$ cat src/logic/pii_pkg.sv
// package with register map, field layout and timing constants of the interrupt input block
package pii_pkg;
  // ----------------------------------------------------------------
  // bus and register map
  // ----------------------------------------------------------------
  localparam int DW = 32;
  localparam int AW = 8;
  localparam logic [1:0] HTRANS_NONSEQ = 2'h2;
  localparam logic HRESP_OKAY = 1'b0;
  localparam logic [AW-1:0] ADDR_MSW = 8'h00;
  localparam logic [AW-1:0] ADDR_SAVE_PC = 8'h04;
  localparam logic [AW-1:0] ADDR_SAVE_ST = 8'h08;
  localparam logic [AW-1:0] ADDR_CSAVE_PC = 8'h0c;
  localparam logic [AW-1:0] ADDR_CSAVE_ST = 8'h10;
  localparam logic [AW-1:0] ADDR_VPREFIX = 8'h14;
  localparam logic [AW-1:0] ADDR_EXT_OFF = 8'h18;
  localparam logic [AW-1:0] ADDR_CRIT_OFF = 8'h1c;
  localparam logic [AW-1:0] ADDR_TCTRL = 8'h20;
  localparam logic [AW-1:0] ADDR_DEC = 8'h24;
  localparam logic [AW-1:0] ADDR_STATUS = 8'h28;
  localparam logic [AW-1:0] ADDR_REDIR = 8'h2c;
  localparam logic [DW-1:0] ZERO_WORD = 32'h0000_0000;
  // ----------------------------------------------------------------
  // field layout
  // ----------------------------------------------------------------
  localparam int MSW_EE = 15;
  localparam int MSW_CE = 17;
  localparam logic [DW-1:0] VP_MASK = 32'hffff_0000;
  localparam logic [DW-1:0] OFF_MASK = 32'h0000_fff0;
  localparam int TC_FIT_EN = 0;
  localparam int TC_DEC_EN = 1;
  localparam int TC_WD_EN = 2;
  localparam int TC_W = 3;
  localparam int ST_EXT_PEND = 0;
  localparam int ST_CRIT_PEND = 1;
  localparam int ST_FIT = 2;
  localparam int ST_DEC = 3;
  localparam int ST_WD_FIRST = 4;
  localparam int ST_WD_SECOND = 5;
  localparam int ST_EXT_PIN = 6;
  localparam int ST_CRIT_PIN = 7;
  localparam int CLR_FIT = 0;
  localparam int CLR_DEC = 1;
  localparam int CLR_WD = 2;
  localparam int IRQ_EXT = 0;
  localparam int IRQ_CRIT = 1;
  localparam int NIRQ = 2;
  localparam int NXBAR = 4;
  // ----------------------------------------------------------------
  // timing
  // ----------------------------------------------------------------
  localparam int CLK_PERIOD_NS = 40;
  localparam int FIT_PERIOD_NS = 100000;
  localparam int WD_PERIOD_NS = 1000000;
  localparam int FIT_CYCLES = FIT_PERIOD_NS / CLK_PERIOD_NS;
  localparam int WD_CYCLES_DEF = WD_PERIOD_NS / CLK_PERIOD_NS;
endpackage

$ cat src/logic/pii_core.sv
// interrupt input interface: prioritise, save state, vector and return
//
// Overview of operation
// - A critical request wins over an external one and may preempt an external handler.
// - An external interrupt is taken only with its enable set and no critical request present.
// - Taking an external interrupt waits for the instruction end, then saves next pc and state.
// - After that save the external enable is cleared and fetch moves to prefix plus ext offset.
// - The return instruction restores pc and state from the standard pair.
// - Taking a critical interrupt, gated by its enable, saves next pc and state in the crit pair.
// - After that save all interrupts are disabled and fetch moves to prefix plus crit offset.
// - The critical return instruction restores pc and state from the critical pair.
// - The interval and decrementing timers raise external requests, a second watchdog expiry a critical one.
// - Both request pins are active high levels, taken as long as present and enabled, the external one only without a critical request.
// - Each request pin goes through its own synchroniser.
// - The interconnect interrupt output rises whenever any crossbar device signals.
//
// Our own choices: the AHB-Lite interface to the registers and the address map.
`timescale 1ns/10ps
module pii_core
  import pii_pkg::*;
#(
  parameter int WD_CYCLES = WD_CYCLES_DEF
) (
  input wire logic mclk,
  input wire logic rst,
  input wire logic hsel,
  input wire logic [AW-1:0] haddr,
  input wire logic [1:0] htrans,
  input wire logic hwrite,
  input wire logic [2:0] hsize,
  input wire logic [DW-1:0] hwdata,
  input wire logic hready,
  output logic hreadyout,
  output logic hresp,
  output logic [DW-1:0] hrdata,
  input wire logic external_irq_in,
  input wire logic critical_irq_in,
  input wire logic [NXBAR-1:0] crossbarIrq,
  output logic interconnect_irq_out,
  input wire logic instrDone,
  input wire logic [DW-1:0] nextPc,
  input wire logic rfiExec,
  input wire logic rfciExec,
  output logic redirect,
  output logic [DW-1:0] redirectPc,
  output logic [DW-1:0] machine_state_word
);
  // ----------------------------------------------------------------
  // declarations
  // ----------------------------------------------------------------
  logic [DW-1:0] savePc_r;
  logic [DW-1:0] saveState_r;
  logic [DW-1:0] critSavePc_r;
  logic [DW-1:0] critSaveState_r;
  logic [DW-1:0] vectorPrefix_r;
  logic [DW-1:0] extOffset_r;
  logic [DW-1:0] critOffset_r;
  logic [TC_W-1:0] timerCtrl_r;
  logic [AW-1:0] addr_r;
  logic wrPend_r;
  logic rdPend_r;
  logic [DW-1:0] rdMux;
  logic [DW-1:0] statusWord;
  logic [NIRQ-1:0] pinLevel;
  logic [TC_W-1:0] clearFlags;
  logic [DW-1:0] decCount;
  logic fitFlag;
  logic decFlag;
  logic wdFirst;
  logic wdSecond;
  logic extReq;
  logic critReq;
  logic boundary;
  logic extTake;
  logic critTake;
  logic [DW-1:0] extVector;
  logic [DW-1:0] critVector;
  logic addrPhase;
  logic wrHit;

  // ----------------------------------------------------------------
  // request sources
  // ----------------------------------------------------------------
  pii_sync u_sync (
    .mclk(mclk),
    .rst(rst),
    .pinIn({critical_irq_in, external_irq_in}),
    .levelOut(pinLevel)
  );

  pii_timers #(.WD_CYCLES(WD_CYCLES)) u_timers (
    .mclk(mclk),
    .rst(rst),
    .timerEnable(timerCtrl_r),
    .decLoad(wrHit && addr_r == ADDR_DEC),
    .decLoadValue(hwdata),
    .clearFlags(clearFlags),
    .fitFlag(fitFlag),
    .decFlag(decFlag),
    .wdFirst(wdFirst),
    .wdSecond(wdSecond),
    .decCount(decCount)
  );

  // levels, not edges: a held request keeps asking until cleared at source
  assign extReq = pinLevel[IRQ_EXT] || fitFlag || decFlag;
  assign critReq = pinLevel[IRQ_CRIT] || wdSecond;

  // ----------------------------------------------------------------
  // take decision
  // ----------------------------------------------------------------
  // a return in the same cycle wins; the level is still there next boundary
  assign boundary = instrDone && !rfiExec && !rfciExec;
  assign critTake = boundary && critReq && machine_state_word[MSW_CE];
  assign extTake = boundary && extReq && machine_state_word[MSW_EE] && !critReq;
  assign extVector = (vectorPrefix_r & VP_MASK) | (extOffset_r & OFF_MASK);
  assign critVector = (vectorPrefix_r & VP_MASK) | (critOffset_r & OFF_MASK);

  // ----------------------------------------------------------------
  // ahb-lite slave: writes zero wait, reads one wait state
  // ----------------------------------------------------------------
  assign addrPhase = hsel && hready && (htrans == HTRANS_NONSEQ);
  assign wrHit = wrPend_r;
  assign hreadyout = !rdPend_r;
  assign hresp = HRESP_OKAY;

  always_ff @(posedge mclk or posedge rst) begin
    if (rst) begin
      addr_r <= ADDR_MSW;
      wrPend_r <= 1'b0;
      rdPend_r <= 1'b0;
    end else begin
      if (addrPhase) addr_r <= haddr;
      wrPend_r <= addrPhase && hwrite;
      rdPend_r <= addrPhase && !hwrite;
    end
  end

  always_comb begin
    statusWord = ZERO_WORD;
    statusWord[ST_EXT_PEND] = extReq;
    statusWord[ST_CRIT_PEND] = critReq;
    statusWord[ST_FIT] = fitFlag;
    statusWord[ST_DEC] = decFlag;
    statusWord[ST_WD_FIRST] = wdFirst;
    statusWord[ST_WD_SECOND] = wdSecond;
    statusWord[ST_EXT_PIN] = pinLevel[IRQ_EXT];
    statusWord[ST_CRIT_PIN] = pinLevel[IRQ_CRIT];
  end

  always_comb begin
    case (addr_r)
      ADDR_MSW: rdMux = machine_state_word;
      ADDR_SAVE_PC: rdMux = savePc_r;
      ADDR_SAVE_ST: rdMux = saveState_r;
      ADDR_CSAVE_PC: rdMux = critSavePc_r;
      ADDR_CSAVE_ST: rdMux = critSaveState_r;
      ADDR_VPREFIX: rdMux = vectorPrefix_r;
      ADDR_EXT_OFF: rdMux = extOffset_r;
      ADDR_CRIT_OFF: rdMux = critOffset_r;
      ADDR_TCTRL: rdMux = {{(DW-TC_W){1'b0}}, timerCtrl_r};
      ADDR_DEC: rdMux = decCount;
      ADDR_STATUS: rdMux = statusWord;
      ADDR_REDIR: rdMux = redirectPc;
      default: rdMux = ZERO_WORD;
    endcase
  end

  always_ff @(posedge mclk or posedge rst) begin
    if (rst) hrdata <= ZERO_WORD;
    else if (rdPend_r) hrdata <= rdMux;
  end

  // write one to clear; the timer flags let a fresh event win
  always_comb begin
    clearFlags = '0;
    if (wrHit && addr_r == ADDR_STATUS) begin
      clearFlags[CLR_FIT] = hwdata[ST_FIT];
      clearFlags[CLR_DEC] = hwdata[ST_DEC];
      clearFlags[CLR_WD] = hwdata[ST_WD_FIRST] || hwdata[ST_WD_SECOND];
    end
  end

  always_ff @(posedge mclk or posedge rst) begin
    if (rst) begin
      vectorPrefix_r <= ZERO_WORD;
      extOffset_r <= ZERO_WORD;
      critOffset_r <= ZERO_WORD;
      timerCtrl_r <= '0;
    end else if (wrHit) begin
      if (addr_r == ADDR_VPREFIX) vectorPrefix_r <= hwdata & VP_MASK;
      if (addr_r == ADDR_EXT_OFF) extOffset_r <= hwdata & OFF_MASK;
      if (addr_r == ADDR_CRIT_OFF) critOffset_r <= hwdata & OFF_MASK;
      if (addr_r == ADDR_TCTRL) timerCtrl_r <= hwdata[TC_W-1:0];
    end
  end

  // ----------------------------------------------------------------
  // machine state, hardware events beat a software write
  // ----------------------------------------------------------------
  always_ff @(posedge mclk or posedge rst) begin
    if (rst) begin
      machine_state_word <= ZERO_WORD;
    end else if (critTake) begin
      machine_state_word[MSW_EE] <= 1'b0;
      machine_state_word[MSW_CE] <= 1'b0;
    end else if (extTake) begin
      machine_state_word[MSW_EE] <= 1'b0;
    end else if (rfciExec) begin
      machine_state_word <= critSaveState_r;
    end else if (rfiExec) begin
      machine_state_word <= saveState_r;
    end else if (wrHit && addr_r == ADDR_MSW) begin
      machine_state_word <= hwdata;
    end
  end

  // ----------------------------------------------------------------
  // save pairs
  // ----------------------------------------------------------------
  always_ff @(posedge mclk or posedge rst) begin
    if (rst) begin
      savePc_r <= ZERO_WORD;
      saveState_r <= ZERO_WORD;
    end else if (extTake) begin
      savePc_r <= nextPc;
      saveState_r <= machine_state_word;
    end else if (wrHit) begin
      if (addr_r == ADDR_SAVE_PC) savePc_r <= hwdata;
      if (addr_r == ADDR_SAVE_ST) saveState_r <= hwdata;
    end
  end

  always_ff @(posedge mclk or posedge rst) begin
    if (rst) begin
      critSavePc_r <= ZERO_WORD;
      critSaveState_r <= ZERO_WORD;
    end else if (critTake) begin
      critSavePc_r <= nextPc;
      critSaveState_r <= machine_state_word;
    end else if (wrHit) begin
      if (addr_r == ADDR_CSAVE_PC) critSavePc_r <= hwdata;
      if (addr_r == ADDR_CSAVE_ST) critSaveState_r <= hwdata;
    end
  end

  // ----------------------------------------------------------------
  // fetch redirect
  // ----------------------------------------------------------------
  always_ff @(posedge mclk or posedge rst) begin
    if (rst) begin
      redirect <= 1'b0;
      redirectPc <= ZERO_WORD;
    end else begin
      redirect <= critTake || extTake || rfciExec || rfiExec;
      if (critTake) redirectPc <= critVector;
      else if (extTake) redirectPc <= extVector;
      else if (rfciExec) redirectPc <= critSavePc_r;
      else if (rfiExec) redirectPc <= savePc_r;
    end
  end

  // crossbar devices share the same clock, so no synchroniser here
  always_ff @(posedge mclk or posedge rst) begin
    if (rst) interconnect_irq_out <= 1'b0;
    else interconnect_irq_out <= |crossbarIrq;
  end
endmodule

$ cat src/logic/pii_sync.sv
// three-stage synchroniser for the asynchronous interrupt request pins
`timescale 1ns/10ps
module pii_sync
  import pii_pkg::*;
(
  input wire logic mclk,
  input wire logic rst,
  input wire logic [NIRQ-1:0] pinIn,
  output logic [NIRQ-1:0] levelOut
);
  // ----------------------------------------------------------------
  // per-pin stages
  // ----------------------------------------------------------------
  genvar i;
  generate
    for (i = 0; i < NIRQ; i++) begin : g_pin
      logic s1_r;
      logic s2_r;
      logic s3_r;
      // stage one feeds stage two only; level moves once two and three agree
      always_ff @(posedge mclk or posedge rst) begin
        if (rst) begin
          s1_r <= 1'b0;
          s2_r <= 1'b0;
          s3_r <= 1'b0;
          levelOut[i] <= 1'b0;
        end else begin
          s1_r <= pinIn[i];
          s2_r <= s1_r;
          s3_r <= s2_r;
          if (s2_r == s3_r) levelOut[i] <= s3_r;
        end
      end

    end
  endgenerate
endmodule

$ cat src/logic/pii_timers.sv
// on-core timer sources: fixed interval, decrementing and watchdog
`timescale 1ns/10ps
module pii_timers
  import pii_pkg::*;
#(
  parameter int WD_CYCLES = WD_CYCLES_DEF
) (
  input wire logic mclk,
  input wire logic rst,
  input wire logic [TC_W-1:0] timerEnable,
  input wire logic decLoad,
  input wire logic [DW-1:0] decLoadValue,
  input wire logic [TC_W-1:0] clearFlags,
  output logic fitFlag,
  output logic decFlag,
  output logic wdFirst,
  output logic wdSecond,
  output logic [DW-1:0] decCount
);
  logic [DW-1:0] fitCnt_r;
  logic [DW-1:0] wdCnt_r;
  logic fitWrap;
  logic decHit;
  logic wdWrap;
  localparam logic [DW-1:0] FIT_LAST = DW'(FIT_CYCLES - 1);
  localparam logic [DW-1:0] WD_LAST = DW'(WD_CYCLES - 1);
  localparam logic [DW-1:0] ONE_WORD = 32'h0000_0001;

  assign fitWrap = timerEnable[TC_FIT_EN] && (fitCnt_r == FIT_LAST);
  assign decHit = timerEnable[TC_DEC_EN] && !decLoad && (decCount == ONE_WORD);
  assign wdWrap = timerEnable[TC_WD_EN] && (wdCnt_r == WD_LAST);

  // ----------------------------------------------------------------
  // counters
  // ----------------------------------------------------------------
  always_ff @(posedge mclk or posedge rst) begin
    if (rst) fitCnt_r <= ZERO_WORD;
    else if (!timerEnable[TC_FIT_EN] || fitWrap) fitCnt_r <= ZERO_WORD;
    else fitCnt_r <= fitCnt_r + ONE_WORD;
  end

  always_ff @(posedge mclk or posedge rst) begin
    if (rst) decCount <= ZERO_WORD;
    else if (decLoad) decCount <= decLoadValue;
    else if (timerEnable[TC_DEC_EN] && decCount != ZERO_WORD) decCount <= decCount - ONE_WORD;
  end

  always_ff @(posedge mclk or posedge rst) begin
    if (rst) wdCnt_r <= ZERO_WORD;
    else if (!timerEnable[TC_WD_EN] || wdWrap) wdCnt_r <= ZERO_WORD;
    else wdCnt_r <= wdCnt_r + ONE_WORD;
  end

  // ----------------------------------------------------------------
  // sticky flags, a new event beats a clear in the same cycle
  // ----------------------------------------------------------------
  always_ff @(posedge mclk or posedge rst) begin
    if (rst) begin
      fitFlag <= 1'b0;
      decFlag <= 1'b0;
    end else begin
      fitFlag <= fitWrap || (fitFlag && !clearFlags[CLR_FIT]);
      decFlag <= decHit || (decFlag && !clearFlags[CLR_DEC]);
    end
  end

  // first expiry only arms; the second one raises the critical source
  always_ff @(posedge mclk or posedge rst) begin
    if (rst) begin
      wdFirst <= 1'b0;
      wdSecond <= 1'b0;
    end else begin
      wdFirst <= wdWrap || (wdFirst && !clearFlags[CLR_WD]);
      wdSecond <= (wdWrap && wdFirst) || (wdSecond && !clearFlags[CLR_WD]);
    end
  end
endmodule

$ cat config.mk
export PLATFORM = sky130hd
export DESIGN_NAME = pii_core
export DESIGN_NICKNAME = d
export VERILOG_FILES = /design/src/logic/pii_pkg.sv /design/src/logic/pii_core.sv /design/src/logic/pii_sync.sv /design/src/logic/pii_timers.sv
export SDC_FILE = /design/constraint.sdc
export NUM_CORES = 1
export LEC_CHECK = 0
export BUFFER_PORTS_ARGS = -buffer_cell sky130_fd_sc_hd__buf_4
export CAP_MARGIN = 20
export CELL_PAD_IN_SITES_DETAIL_PLACEMENT = 1
export CELL_PAD_IN_SITES_GLOBAL_PLACEMENT = 1
export CORE_ASPECT_RATIO = 0.7
export CORE_UTILIZATION = 45
export CTS_CLUSTER_DIAMETER = 200
export DETAILED_ROUTE_END_ITERATION = 8
export PLACE_DENSITY_LB_ADDON = 0.08
export SLEW_MARGIN = 15
export SYNTH_ARGS = -nofsm -noshare
export SYNTH_HDL_FRONTEND = slang
export SYNTH_SLANG_ARGS = --single-unit
$ cat constraint.sdc
create_clock -name mclk -period 15.6 [get_ports mclk]
set_input_delay 2.34 -clock mclk [delete_from_list [all_inputs] [get_ports mclk]]
set_output_delay 2.34 -clock mclk [all_outputs]
set_load 0.005 [all_outputs]
# Word-level counts from Yosys, hierarchy flattened
# Cells that the tools add are included.
word_totals:
  ff_bits: 387
  in_bits: 91
  out_inout_bits: 100
  wordCells: 159
op_classes:
  addsub: 3
  eq_ne: 18
  muxes: 29
  n_bitwise: 4
  n_reduce_logical: 72
op_table:
  columns: ["cell", "count"]
  rows:
  - ["two-way mux 32 bit", 23]
  - ["case mux 32 bit (12 select lines)", 1]
  - ["adder 32 x 1 -> 32 bit, second input constant", 2]
  - ["OR 32 x 16 -> 32 bit", 2]
  - ["== test 32 x 1 -> 1 bit, second input constant", 1]
  - ["== test 32 x 12 -> 1 bit, second input constant", 1]
  - ["== test 32 x 15 -> 1 bit, second input constant", 1]
  - ["== test 8 x 5 -> 1 bit, second input constant", 4]
  - ["== test 8 x 6 -> 1 bit, second input constant", 4]
  - ["nonzero test 32 bit", 1]
  - ["subtractor 32 x 1 -> 32 bit, second input constant", 1]
  - ["logical AND 1 bit", 24]
  - ["AND reduction 2 bit", 9]
  - ["== test 8 x 4 -> 1 bit, second input constant", 2]
  - ["nonzero test 2 bit", 7]
  - ["logical OR 1 bit", 13]
  - ["zero test 1 bit", 11]
  - ["== test 8 x 3 -> 1 bit, second input constant", 1]
  - ["zero test 8 bit", 1]
  - ["nonzero test 4 bit", 2]
  - ["nonzero test 5 bit", 1]
  - ["OR reduction 4 bit", 1]
  - ["two-way mux 1 bit", 3]
  - ["two-way mux 3 bit", 1]
  - ["other kinds (7)", 9]

# Depth between registers and ports, before layout
# Gate-level depths: netlist (run 1).
logic_depth:
  depth_word: 9
  ltp_mapped: 11
  mapped_depth_nobuf: 8

# By module
# A second synthesis (run 1) with hierarchy kept.
hier_totals:
  cells_unflattened: 2089
  hier_area_um2: 20832.5
by_module_without_submodules:
  columns: ["module", "n_inst", "cells_each", "area_each_um2", "seq_area_each_um2"]
  rows:
  - ["pii_core", 1, 1481, 15210.8, 6981.7]
  - ["pii_timers", 1, 597, 5395.2, 2502.4]
  - ["pii_sync", 1, 11, 226.5, 200.2]

# Worst setup path before layout (run 1)
# Ideal clock, no wire load.
synth_path:
  path_kind: "in2reg"
  startpoint: "input rfiExec"
  endpoint: "register redirectPc[9]"
  setup_ns: 0.119
  arrival_ns: 4.069
  required_ns: 15.481
  path_slack_ns: 11.413
  stages: 7
  path_buffers: 2
  cell_sequence: "nor2_1 -> or4b_2 -> nand2_1 -> clkbuf_1 -> clkbuf_1 -> o21ai_0 -> o21a_1"
synth_between:
  elab_chain_len: 8
  word_cells_on_any_way: 11
  classes_between: "mux (2); reduce/logical (9)"
synth_lines:
  columns: ["element", "line", "source"]
  rows:
  - ["start: declaration", "pii_core.sv:42", "input wire logic rfiExec,"]
  - ["zero test 1 bit", "pii_core.sv:113", "assign boundary = instrDone && !rfiExec && !rfciExec;"]
  - ["logical AND 1 bit (2 in series)", "pii_core.sv:113", null]
  - ["logical AND 1 bit (3 in series)", "pii_core.sv:115", "assign extTake = boundary && extReq && machine_state_word[MSW_EE] && !critReq;"]
  - ["two-way mux 32 bit", "pii_core.sv:257", "else if (extTake) redirectPc <= extVector;"]
  - ["two-way mux 32 bit", "pii_core.sv:256", "if (critTake) redirectPc <= critVector;"]
  - ["end signal: assignment", "pii_core.sv:256", null]
  - ["end signal: assignment", "pii_core.sv:257", null]
  - ["end signal: assignment", "pii_core.sv:258", "else if (rfciExec) redirectPc <= critSavePc_r;"]
  - ["end: declaration", "pii_core.sv:45", "output logic [DW-1:0] redirectPc,"]
# Several ways; a longest one is shown, not always the timed one.
# A chain may end at the register's enable or synchronous reset.

# Worst setup path in the final report (run 1)
layout_path:
  startpoint: "input rfciExec"
  endpoint: "register machine_state_word[16]"
layout_between:
  elab_chain_len: 7
  word_cells_on_any_way: 12
  classes_between: "mux (1); bitwise (2); reduce/logical (9)"
layout_lines:
  columns: ["element", "line", "source"]
  rows:
  - ["start: declaration", "pii_core.sv:43", "input wire logic rfciExec,"]
  - ["zero test 1 bit", "pii_core.sv:113", null]
  - ["logical AND 1 bit", "pii_core.sv:113", null]
  - ["logical AND 1 bit (3 in series)", "pii_core.sv:115", null]
  - ["inverter 1 bit (no line)", null, null]
  - ["AND reduction 3 bit (no line)", null, null]
  - ["end signal: assignment", "pii_core.sv:210", "machine_state_word <= critSaveState_r;"]
  - ["end signal: assignment", "pii_core.sv:212", "machine_state_word <= saveState_r;"]
  - ["end signal: assignment", "pii_core.sv:214", "machine_state_word <= hwdata;"]
  - ["end: declaration", "pii_core.sv:46", "output logic [DW-1:0] machine_state_word"]
# Several ways; a longest one is shown, not always the timed one.

==> flow_metrics.py, run 1 <==
metrics = {
    "die": {
        "initial_utilization_pct": 46.2,
        "row_count": 63,
        "die-height_um": 177,
        "chipWidth_um": 253,
        "ios": 191,
        "die_area_mm2": 0.0448,
        "core_area_mm2": 0.0428,
    },
    "synth": {
        "ys_top_cells_by_area": "dfrtp_1 (49%), mux2i_1 (9.4%), o21ai_0 (5.4%)",
        "synth_edf_count": 0,
        "yosysWarnings": 0,
        "synthArstFlopShare_pct": 100,
        "synth_largest_area_cell": "dfrtp_1",
        "ys_ff_latch": 387,
        "syn_nets": 2138,
        "synth_common_cells": "dfrtp_1 (387), nand2_1 (254), o21ai_0 (213)",
        "netlist.area_leader.share_pct": 49.0,
        "ys.flop_type": "dfrtp_1",
        "synth.yosys.seq_area_share_pct": 49.0,
        "yosysUniqueCellTypes": 68,
        "syn_area_mm2": 0.0198,
        "synthCells": 2043,
        "post-synth-top-count-cell": "dfrtp_1",
        "synth.avg_cell_area_um2": 9.68,
    },
    "critical_path": {
        "cp.arrival_ns": 5.42,
        "crit_path_end": "machine_state_word[16]$_DFFE_PP0P_",
        "end_kind": "flip-flop",
        "r2r_cells": 6,
        "path_buf_inv": 2,
        "startpoint": "rfciExec",
        "critPathLaunchType": "input port",
        "cpLargestDelayFamily": "simple AND/OR/NAND/NOR gates",
        "cp_common_cell": "buf_4",
        "crit_slowest_cell": "or4b_2",
        "cp_cell_sequence": "buf_4, nor2_1, or4b_2, nand2_2, or2_2, buf_4, o21ai_0",
        "critical_path_class": "input port to flip-flop",
        "regToRegStartpoint": "addr_r[1]$_DFFE_PP0P_",
        "r2r_end": "u_timers.decCount[3]$_DFFE_PP0P_",
        "max_stage_delay_ns": 0.78,
        "cp_data_required_time_ns": 16.01,
        "reg2reg_setup_slack_ns": 11.58,
        "crit_cells": 7,
        "critPathMaxFanout": 62,
    },
    "power": {
        "power_density_mw_per_mm2": 127,
        "power.leakage_nw": 10.4,
        "ir_drop_mv": 0.0663,
    },
    "grt": {
        "busiest_layer": "met2",
        "grt_pass1_vias": 17800,
        "overflow": 0,
        "grt_max_degree": 169,
        "grt_pass1_wl_um": 109000,
        "met1_usage_pct": 46.6,
        "grtUsageTotal_pct": 31.6,
        "met3_usage_pct": 5.47,
        "antenna_found_initial": 3,
        "use_met2_pct": 47.8,
    },
    "detailed_routing": {
        "wl_per_cell_um": 25.2,
        "drt.antenna.violating_nets": 0,
        "drtIter0Drc": 1635,
        "routed_wirelength_um": 70100,
        "drc": 0,
        "via_per_inst": 6.21,
        "firstDrtPassIters": 8,
        "vias": 17300,
    },
    "sta": {
        "final-setup-viol-count": 0,
        "fmax_mhz": 200,
        "hold_viol_final": 0,
        "fin_crit_ns": 5.01,
        "slew_violations": 0,
        "rsz0062_at_grt": "no",
        "relSlewSlack_pct": 29.9,
        "fin_crit_sh_pct": 32.1,
        "fin_tns_setup_ns": 0,
        "clock_skew_ns": 0.0253,
        "tightestPinTransition_ns": 1.04,
        "worst_slack_ns": 10.59,
    },
    "cts": {
        "cts_buffers": 41,
        "clk_path_buf_depth": 3,
        "cts.sink_count": 387,
        "post-cts-setup-buffers": 0,
        "path_clk_slew_ns": 0.06,
        "clk_latency_ns": 0.56,
        "hold_buffers": 0,
        "h-tree-depth": 2,
        "root_buffer": "clkbuf_16",
        "cts_resized": 0,
        "cts_tree": "built",
    },
    "outcome": {
        "outcome": "completed",
    },
    "final_layout": {
        "num-fill-cells": 4751,
        "final_util_pct": 53.9,
        "syn2layout_area_growth_pct": 16.7,
        "ff_latch_area_mm2": 0.00968,
        "drive_gt1_share_pct": 17.1,
        "fin_nets": 2254,
        "multiInputGateArea_mm2": 0.00950,
    },
    "place": {
        "place_congestion": 0.860,
        "numPortBuffers": 186,
        "post-place-ws_ns": 10.08,
        "dp_hpwl_um": 44800,
    },
    "flow_run": {
        "maxCapViolations": 0,
    },
    "min_path": {
        "worstHoldPathCells": 0,
        "worst_hold_path_type": "flip-flop to flip-flop",
    },
}
## area by class of cell
class | count | area share [%]
Tap cell | 585 | 3.17
Multi-Input combinational cell | 1485 | 41.2
Clock inverter | 9 | 0.320
Timing Repair Buffer | 221 | 7.33
Antenna cell | 2 | 0.0217
Sequential cell | 387 | 41.9
Inverter | 23 | 0.406
Clock buffer | 66 | 5.64
## cells by family after synthesis
family	Yosys count	synth area share (%)
AO/OA/AOI/OAI	501	15.7
adder cells (fa/ha/maj)	6	0.354
XOR/XNOR	86	3.81
multiplexers	238	12.4
buffers and inverters	171	3.38
flip-flops	387	49.0
AND/OR/NAND/NOR	653	15.3
other	1	0.0190
## worst min path at each step
stage               slack (ns)                             end                            from
detailed placement        0.35  u_sync.g_pin[1].s2_r$_DFF_PP0_  u_sync.g_pin[1].s1_r$_DFF_PP0_
floorplan                 0.33  u_sync.g_pin[0].s2_r$_DFF_PP0_  u_sync.g_pin[0].s1_r$_DFF_PP0_
global route              0.37  u_sync.g_pin[1].s2_r$_DFF_PP0_  u_sync.g_pin[1].s1_r$_DFF_PP0_
finish                    0.37  u_sync.g_pin[1].s2_r$_DFF_PP0_  u_sync.g_pin[1].s1_r$_DFF_PP0_
CTS                       0.37  u_sync.g_pin[1].s2_r$_DFF_PP0_  u_sync.g_pin[1].s1_r$_DFF_PP0_
global placement          0.34  u_sync.g_pin[1].s2_r$_DFF_PP0_  u_sync.g_pin[1].s1_r$_DFF_PP0_
## layout by cell type (no fill, tap or decap), drive strengths merged, types with 30 or more instances in the layout
master and count:
dfrtp 387, a22oi 92, a21oi 96, nor3 30, buf 221, mux2 52
mux2i 185, xnor2 36, o21ai 216, nand2 254, nor4 32, xor2 50
nand4 45, clkbuf 66, a22o 35, nor2 171, nand3 51
## where the power goes
part | internal, mW | switching (mW)
registers | 1.19 | 0.214
logic | 0.240 | 0.278
clock network | 0.588 | 0.421
total | 2.01 | 0.913
## worst register-to-register path: stages, from the launching register on
cell,delay [ns]
dfrtp_1,0.49
or4b_2,0.91
nor2b_2,0.90
buf_4,0.41
and2_2,0.85
nor3_1,0.13
nor3_1,0.25
## sequential cells by signal (all words and copies together), names as in the netlist, 16 cells and up
name                flops
hrdata                 32
savePc_r               32
critSavePc_r           32
u_timers.decCount      32
critSaveState_r        32
saveState_r            32
redirectPc             32
machine_state_word     32
u_timers.fitCnt_r      32
vectorPrefix_r         16
u_timers.wdCnt_r       32
## through the flow
stage / cell area, um^2 / cells / total power, mW / hold slack (ns)
final: 23100 / 2778 / 2.93 / 0.369
after global routing: 23100 / 2778 / 3.06 / 0.373
after CTS: 23000 / 2775 / 2.93 / 0.367
after detailed placement: 21700 / 2700 / 1.92 / 0.353
after global placement: 21700 / 2700 / 1.88 / 0.340
after floorplan: 19800 / 2043 / 1.64 / 0.331
## metal layers
metal | share of wire, % | wire, um
met1 | 46 | 32000
met2 | 45 | 31400
met3 | 7.4 | 5170
met4 | 2.2 | 1530
met5 | 0 | 0
No activity file was read; power rests on OpenSTA's default activity.
==> run 2, diff against run 1 <==
- CORE_UTILIZATION: 45 -> 42
- clock period: 15.6 -> 4.1 ns (I/O delays scaled with it)
==> run 2 against run 1 <==
  * The run now ends with DRC left
  * First-iteration DRC count down 3.2%
  * Register-to-register slack got worse by 11 ns
  * Clock power grew to 3.9 times the previous value
  * Via count down 0.26%
  * Cell area is 1.2% higher
  * Critical endpoint is now u_timers.decCount[6]$_DFFE_PP0P_
  * Routed wire length rose by 1.3%
  * Clock skew decreased by 0.0097 ns
  * Critical path type is now flip-flop to flip-flop
  * Highest routed layer unchanged
==> flow_metrics.py, run 2 (synthesis gave the netlist of run 1 again) <==
metrics = {
    "outcome": {
        "outcome": "finished, violations left",
        "violations": "DRC",
    },
    "sta": {
        "worst_slack_ns": 0.881,
        "relSlewSlack_pct": 22.3,
        "clock_skew_ns": 0.0155,
        "fmax_mhz": 311,
        "slew_violations": 0,
        "fin_crit_sh_pct": 78.5,
        "final-setup-viol-count": 0,
        "hold_viol_final": 0,
        "hold_ws_ns": 0.162,
        "fin_crit_ns": 3.22,
        "tightestPinTransition_ns": 1.17,
        "rsz0062_at_grt": "no",
        "fin_tns_setup_ns": 0,
    },
    "cts": {
        "root_buffer": "clkbuf_16",
        "post-cts-setup-buffers": 0,
        "cts_tree": "built",
        "clk_path_buf_depth": 3,
        "hold_buffers": 0,
        "clk_latency_ns": 0.56,
        "h-tree-depth": 2,
        "cts_resized": 0,
        "cts_buffers": 42,
        "path_clk_slew_ns": 0.06,
        "cts.sink_count": 387,
    },
    "min_path": {
        "worst_hold_path_type": "input port to flip-flop",
    },
    "place": {
        "post-place-ws_ns": 0.981,
        "dp_cells": 2750,
        "placed_area_mm2": 0.0220,
        "place_congestion": 0.856,
        "dp_hpwl_um": 46600,
        "numPortBuffers": 186,
    },
    "final_layout": {
        "syn2layout_area_growth_pct": 18.1,
        "layout_commonest_cell": "dfrtp_1",
        "final_area_mm2": 0.0234,
        "drive_gt1_share_pct": 17.7,
        "fin_nets": 2278,
        "multiInputGateArea_mm2": 0.00949,
        "final_util_pct": 50.2,
        "num-fill-cells": 5221,
        "final_cell_mix": "dfrtp_1 (387), nand2_1 (249), buf_4 (234)",
        "ff_latch_area_mm2": 0.00968,
        "fin_cells": 2825,
    },
    "power": {
        "seq_power_share_pct": 47.5,
        "p_switching_mw": 3.50,
        "power_report.internal_total_mw": 7.76,
        "power.leakage_nw": 10.5,
        "switching_share_pct": 31.1,
        "power_density_mw_per_mm2": 482,
        "p_comb_share_pct": 17.4,
        "clkPwrFrac_pct": 35.1,
        "p_total_mw": 11.3,
        "ir_drop_mv": 0.353,
    },
    "grt": {
        "grtUsageTotal_pct": 30.0,
        "overflow": 0,
        "grt_pass1_wl_um": 110000,
        "grt_max_degree": 93,
        "grt_pass1_vias": 17400,
        "antenna_found_initial": 2,
    },
    "detailed_routing": {
        "wl_per_cell_um": 25.1,
        "via_per_inst": 6.09,
        "drtIter0Drc": 1582,
        "firstDrtPassIters": 9,
        "drc": 8,
        "routed_wirelength_um": 71000,
        "vias": 17200,
        "drt.antenna.violating_nets": 0,
    },
    "flow_run": {
        "maxCapViolations": 0,
    },
    "critical_path": {
        "cp.arrival_ns": 3.63,
        "crit_slowest_cell": "o31ai_2",
        "critPathMaxFanout": 8,
        "end_kind": "flip-flop",
        "max_stage_delay_ns": 0.74,
        "cp_cell_sequence": "inv_1, ha_1, or3b_2, or4b_1, o31ai_2, nor4_1, xnor2_1, o21ai_0",
        "critical_path_class": "flip-flop to flip-flop",
        "cp_data_required_time_ns": 4.51,
        "reg2reg_setup_slack_ns": 0.88,
        "critPathLaunchType": "flip-flop",
    },
    "die": {
        "die-height_um": 184,
        "die_area_mm2": 0.0480,
        "initial_utilization_pct": 42.5,
        "core_area_mm2": 0.0465,
        "ios": 191,
        "row_count": 66,
        "chipWidth_um": 261,
    },
}
[run 2: changes by cell type in the layout (fill, tap and decap cells not counted), sizes merged]
| cell | change |
|---|---|
| buf | +22 |
| bufinv | +2 |
| clkbuf | -3 |
| clkinv | -1 |
| clkinvlp | +1 |
| inv | -1 |
[run 2: worst paths after layout]
check,start,endpoint,cells after the start
max in group asynchronous,rst,redirectPc[16]$_DFFE_PP0P_,3
setup reg to reg,u_timers.decCount[1]$_DFFE_PP0P_,u_timers.decCount[6]$_DFFE_PP0P_,8
min in group asynchronous,rst,u_timers.fitCnt_r[15]$_DFF_PP0_,2
setup / recovery,u_timers.decCount[1]$_DFFE_PP0P_,u_timers.decCount[6]$_DFFE_PP0P_,8
hold / removal,critical_irq_in,u_sync.g_pin[1].s1_r$_DFF_PP0_,1
hold reg to reg,u_sync.g_pin[0].s1_r$_DFF_PP0_,u_sync.g_pin[0].s2_r$_DFF_PP0_,0
[run 2: power groups by stage]
stage	sequential, mW	combinational, mW	clock (mW)
final	5.35	1.96	3.95
after floorplan	5.06	1.19	0
after global routing	5.44	2.19	4.16
after detailed placement	5.38	1.95	0
after global placement	5.35	1.87	0
after CTS	5.32	1.96	4.03
[run 2: area by class of cell]
| type | instances | share of cell area [%] |
|---|---|---|
| diodes | 2 | 0.0214 |
| clock buffers | 62 | 5.44 |
| clock inverters | 10 | 0.536 |
| inverters | 23 | 0.386 |
| multi-input cells | 1485 | 40.6 |
| flip-flops and latches | 387 | 41.5 |
| well taps | 612 | 3.28 |
| repair buffers | 244 | 8.25 |
[run 2: critical path: cells and delay by family (launching register included)]
kind                     cells  cell delay [ns]
flip-flops                   1             0.45
buffers and inverters        1             0.11
adder cells (fa/ha/maj)      1             0.17
AND/OR/NAND/NOR              3             1.29
XOR/XNOR                     1             0.21
AO/OA/AOI/OAI                2             0.84
[run 2: routing by layer]
metal / part of all wire (%) / global-route usage [%]
met5: 0 / 0
met4: 2.6 / 8.33
met3: 6.4 / 4.80
met2: 43 / 43.7
met1: 48 / 45.5
==> run 3, diff against run 2 <==
- ABC_AREA: not set -> 1
- CORE_UTILIZATION: 42 -> 40
- clock period: 4.1 -> 2.8 ns (I/O delays scaled with it)
==> run 3 against run 2 <==
  * The run now ends clean
  * Via count up 30%
  * Worst setup slack worse by 0.55 ns
  * Total power up 28%
  * Fmax up 30%
  * Clock-buffer cell count up 2
  * Largest power group unchanged
  * Synthesized cell count up 54%
  * Sequential power up 25%
  * Combinational power about the same
  * Routed wire length up 33%
  * Worst hold slack worse by 0.12 ns
  * Critical path type unchanged
==> flow_metrics.py, run 3 <==
metrics = {
    "critical_path": {
        "cp_data_required_time_ns": 3.26,
        "end_kind": "flip-flop",
        "cp_cell_sequence": "inv_1, o21ai_4, inv_2, nand2_1, nand3_1",
        "crit_slowest_cell": "o21ai_4",
        "critPathLaunchType": "flip-flop",
        "critical_path_class": "flip-flop to flip-flop",
        "reg2reg_setup_slack_ns": 0.33,
        "critPathMaxFanout": 18,
        "max_stage_delay_ns": 0.71,
        "cp.arrival_ns": 2.93,
    },
    "synth": {
        "synthCells": 3139,
        "ys_top_cells_by_area": "dfrtp_1 (44%), nand2_1 (21%), nor2_1 (7.4%)",
        "ys.flop_type": "dfrtp_1",
        "post-synth-top-count-cell": "nand2_1",
        "synth.yosys.seq_area_share_pct": 44.3,
        "ys_ff_latch": 387,
        "synth_common_cells": "nand2_1 (1213), nor2_1 (433), dfrtp_1 (387)",
        "yosysUniqueCellTypes": 43,
        "yosysWarnings": 0,
        "synth.avg_cell_area_um2": 6.96,
        "synthArstFlopShare_pct": 100,
        "syn_nets": 3234,
        "netlist.area_leader.share_pct": 44.3,
        "synth_largest_area_cell": "dfrtp_1",
        "syn_area_mm2": 0.0218,
        "synth_edf_count": 0,
    },
    "sta": {
        "final-setup-viol-count": 0,
        "fin_crit_sh_pct": 88.1,
        "fmax_mhz": 405,
        "tightestPinTransition_ns": 0.800,
        "hold_viol_final": 0,
        "fin_tns_setup_ns": 0,
        "rsz0062_at_grt": "no",
        "relSlewSlack_pct": 46.5,
        "clock_skew_ns": 0.0261,
        "fin_crit_ns": 2.47,
        "slew_violations": 0,
    },
    "die": {
        "row_count": 71,
        "core_area_mm2": 0.0538,
        "die_area_mm2": 0.0556,
        "initial_utilization_pct": 40.6,
        "chipWidth_um": 281,
        "die-height_um": 198,
        "ios": 191,
    },
    "detailed_routing": {
        "routed_wirelength_um": 94100,
        "wl_met2_um": 38200,
        "firstDrtPassIters": 5,
        "highest_layer": "met4",
        "drc": 0,
        "drtIter0Drc": 2052,
        "via_per_inst": 5.49,
        "vias": 22300,
        "routed-wl-met3_um": 9190,
        "wl_per_cell_um": 23.2,
        "wl_met1_um": 44500,
        "drt.antenna.violating_nets": 0,
    },
    "cts": {
        "post-cts-setup-buffers": 0,
        "root_buffer": "clkbuf_16",
        "cts_resized": 0,
        "clk_path_buf_depth": 3,
        "cts_tree": "built",
        "cts_buffers": 44,
        "clk_latency_ns": 0.58,
        "h-tree-depth": 2,
        "path_clk_slew_ns": 0.06,
        "hold_buffers": 4,
        "cts.sink_count": 387,
    },
    "place": {
        "numPortBuffers": 186,
        "place_congestion": 0.941,
        "dp_cells": 3981,
        "dp_hpwl_um": 68300,
    },
    "final_layout": {
        "fin_cells": 4059,
        "final_cell_mix": "nand2_1 (1213), nor2_1 (431), dfrtp_1 (387)",
        "drive_gt1_share_pct": 11.5,
        "fin_nets": 3396,
        "layout_commonest_cell": "nand2_1",
        "syn2layout_area_growth_pct": 16.6,
        "num-fill-cells": 6937,
    },
    "outcome": {
        "outcome": "completed",
    },
    "grt": {
        "grtUsageTotal_pct": 34.4,
        "grt_pass1_wl_um": 142000,
        "grt_pass1_vias": 22600,
        "grt_max_degree": 91,
        "overflow": 0,
        "antenna_found_initial": 4,
    },
    "power": {
        "power.leakage_nw": 12.4,
        "ir_drop_mv": 0.460,
        "power_density_mw_per_mm2": 566,
    },
    "flow_run": {
        "maxCapViolations": 0,
    },
    "min_path": {
        "worst_hold_path_type": "input port to flip-flop",
    },
}
## run 3: per-layer routing
| layer | vias to the layer above | global-route usage (%) |
|---|---|---|
| met4 | 0 | 9.06 |
| met1 | 11100 | 50.8 |
| met3 | 130 | 10.4 |
| met2 | 770 | 48.2 |
| li1 | 10300 | - |
| met5 | - | 0 |
## run 3: cells by family after synthesis
kind of cell | synth area share (%)
flops | 44.3
simple gates | 36.9
other cells | 0.0172
compound gates | 8.75
xor+xnor | 1.92
buf+inv | 6.97
fa+ha+maj | 0.321
mux | 0.779
## run 3: power breakdown
part,switching [mW],internal (mW)
combinational,1.27,0.726
sequential,0.586,6.11
clock,2.47,3.25
## run 3: worst paths after layout
path                                                 from  cells after the start                              end
max                                       wrHit$_DFF_PP0_                      5  critSaveState_r[12]$_DFFE_PP0P_
min                                        crossbarIrq[2]                      2   interconnect_irq_out$_DFF_PP0_
max reg2reg                               wrHit$_DFF_PP0_                      5  critSaveState_r[12]$_DFFE_PP0P_
min reg2reg                u_sync.g_pin[1].s1_r$_DFF_PP0_                      0   u_sync.g_pin[1].s2_r$_DFF_PP0_
max in group asynchronous                             rst                      5  u_timers.fitCnt_r[12]$_DFF_PP0_
min in group asynchronous                             rst                      3            hrdata[0]$_DFFE_PP0P_
## run 3: critical path, delay by kind of cell, from the launching register on
family          cells  cell delay, ns
simple gates        2            0.24
flops               1            0.61
buf+inv             2            0.75
compound gates      1            0.71
## run 3: final cells by class
cell class,instances,area [um^2],area share [%]
Antenna cell,3,7.51,0.0295
Multi-Input combinational cell,2398,10600,41.8
Timing Repair Buffer,252,2040,8.01
Clock inverter,7,62.6,0.246
Tap cell,730,913,3.59
Sequential cell,387,9680,38.0
Clock buffer,64,1290,5.06
Inverter,218,825,3.24
## run 3: per-stage QoR
stage	hold slack, ns	setup WS, ns	total power, mW	util, %	area, um^2
5_1_grt	0.0175	0.174	15.0	47.3	25500
6_report	0.0428	0.332	14.4	47.3	25500
4_1_cts	0.0134	0.365	14.5	47.3	25500
3_5_place_dp	0.345	0.395	8.74	44.7	24100
3_3_place_gp	0.338	0.463	8.64	44.7	24100
2_1_floorplan	0.331	-2.82	7.66	-	21800
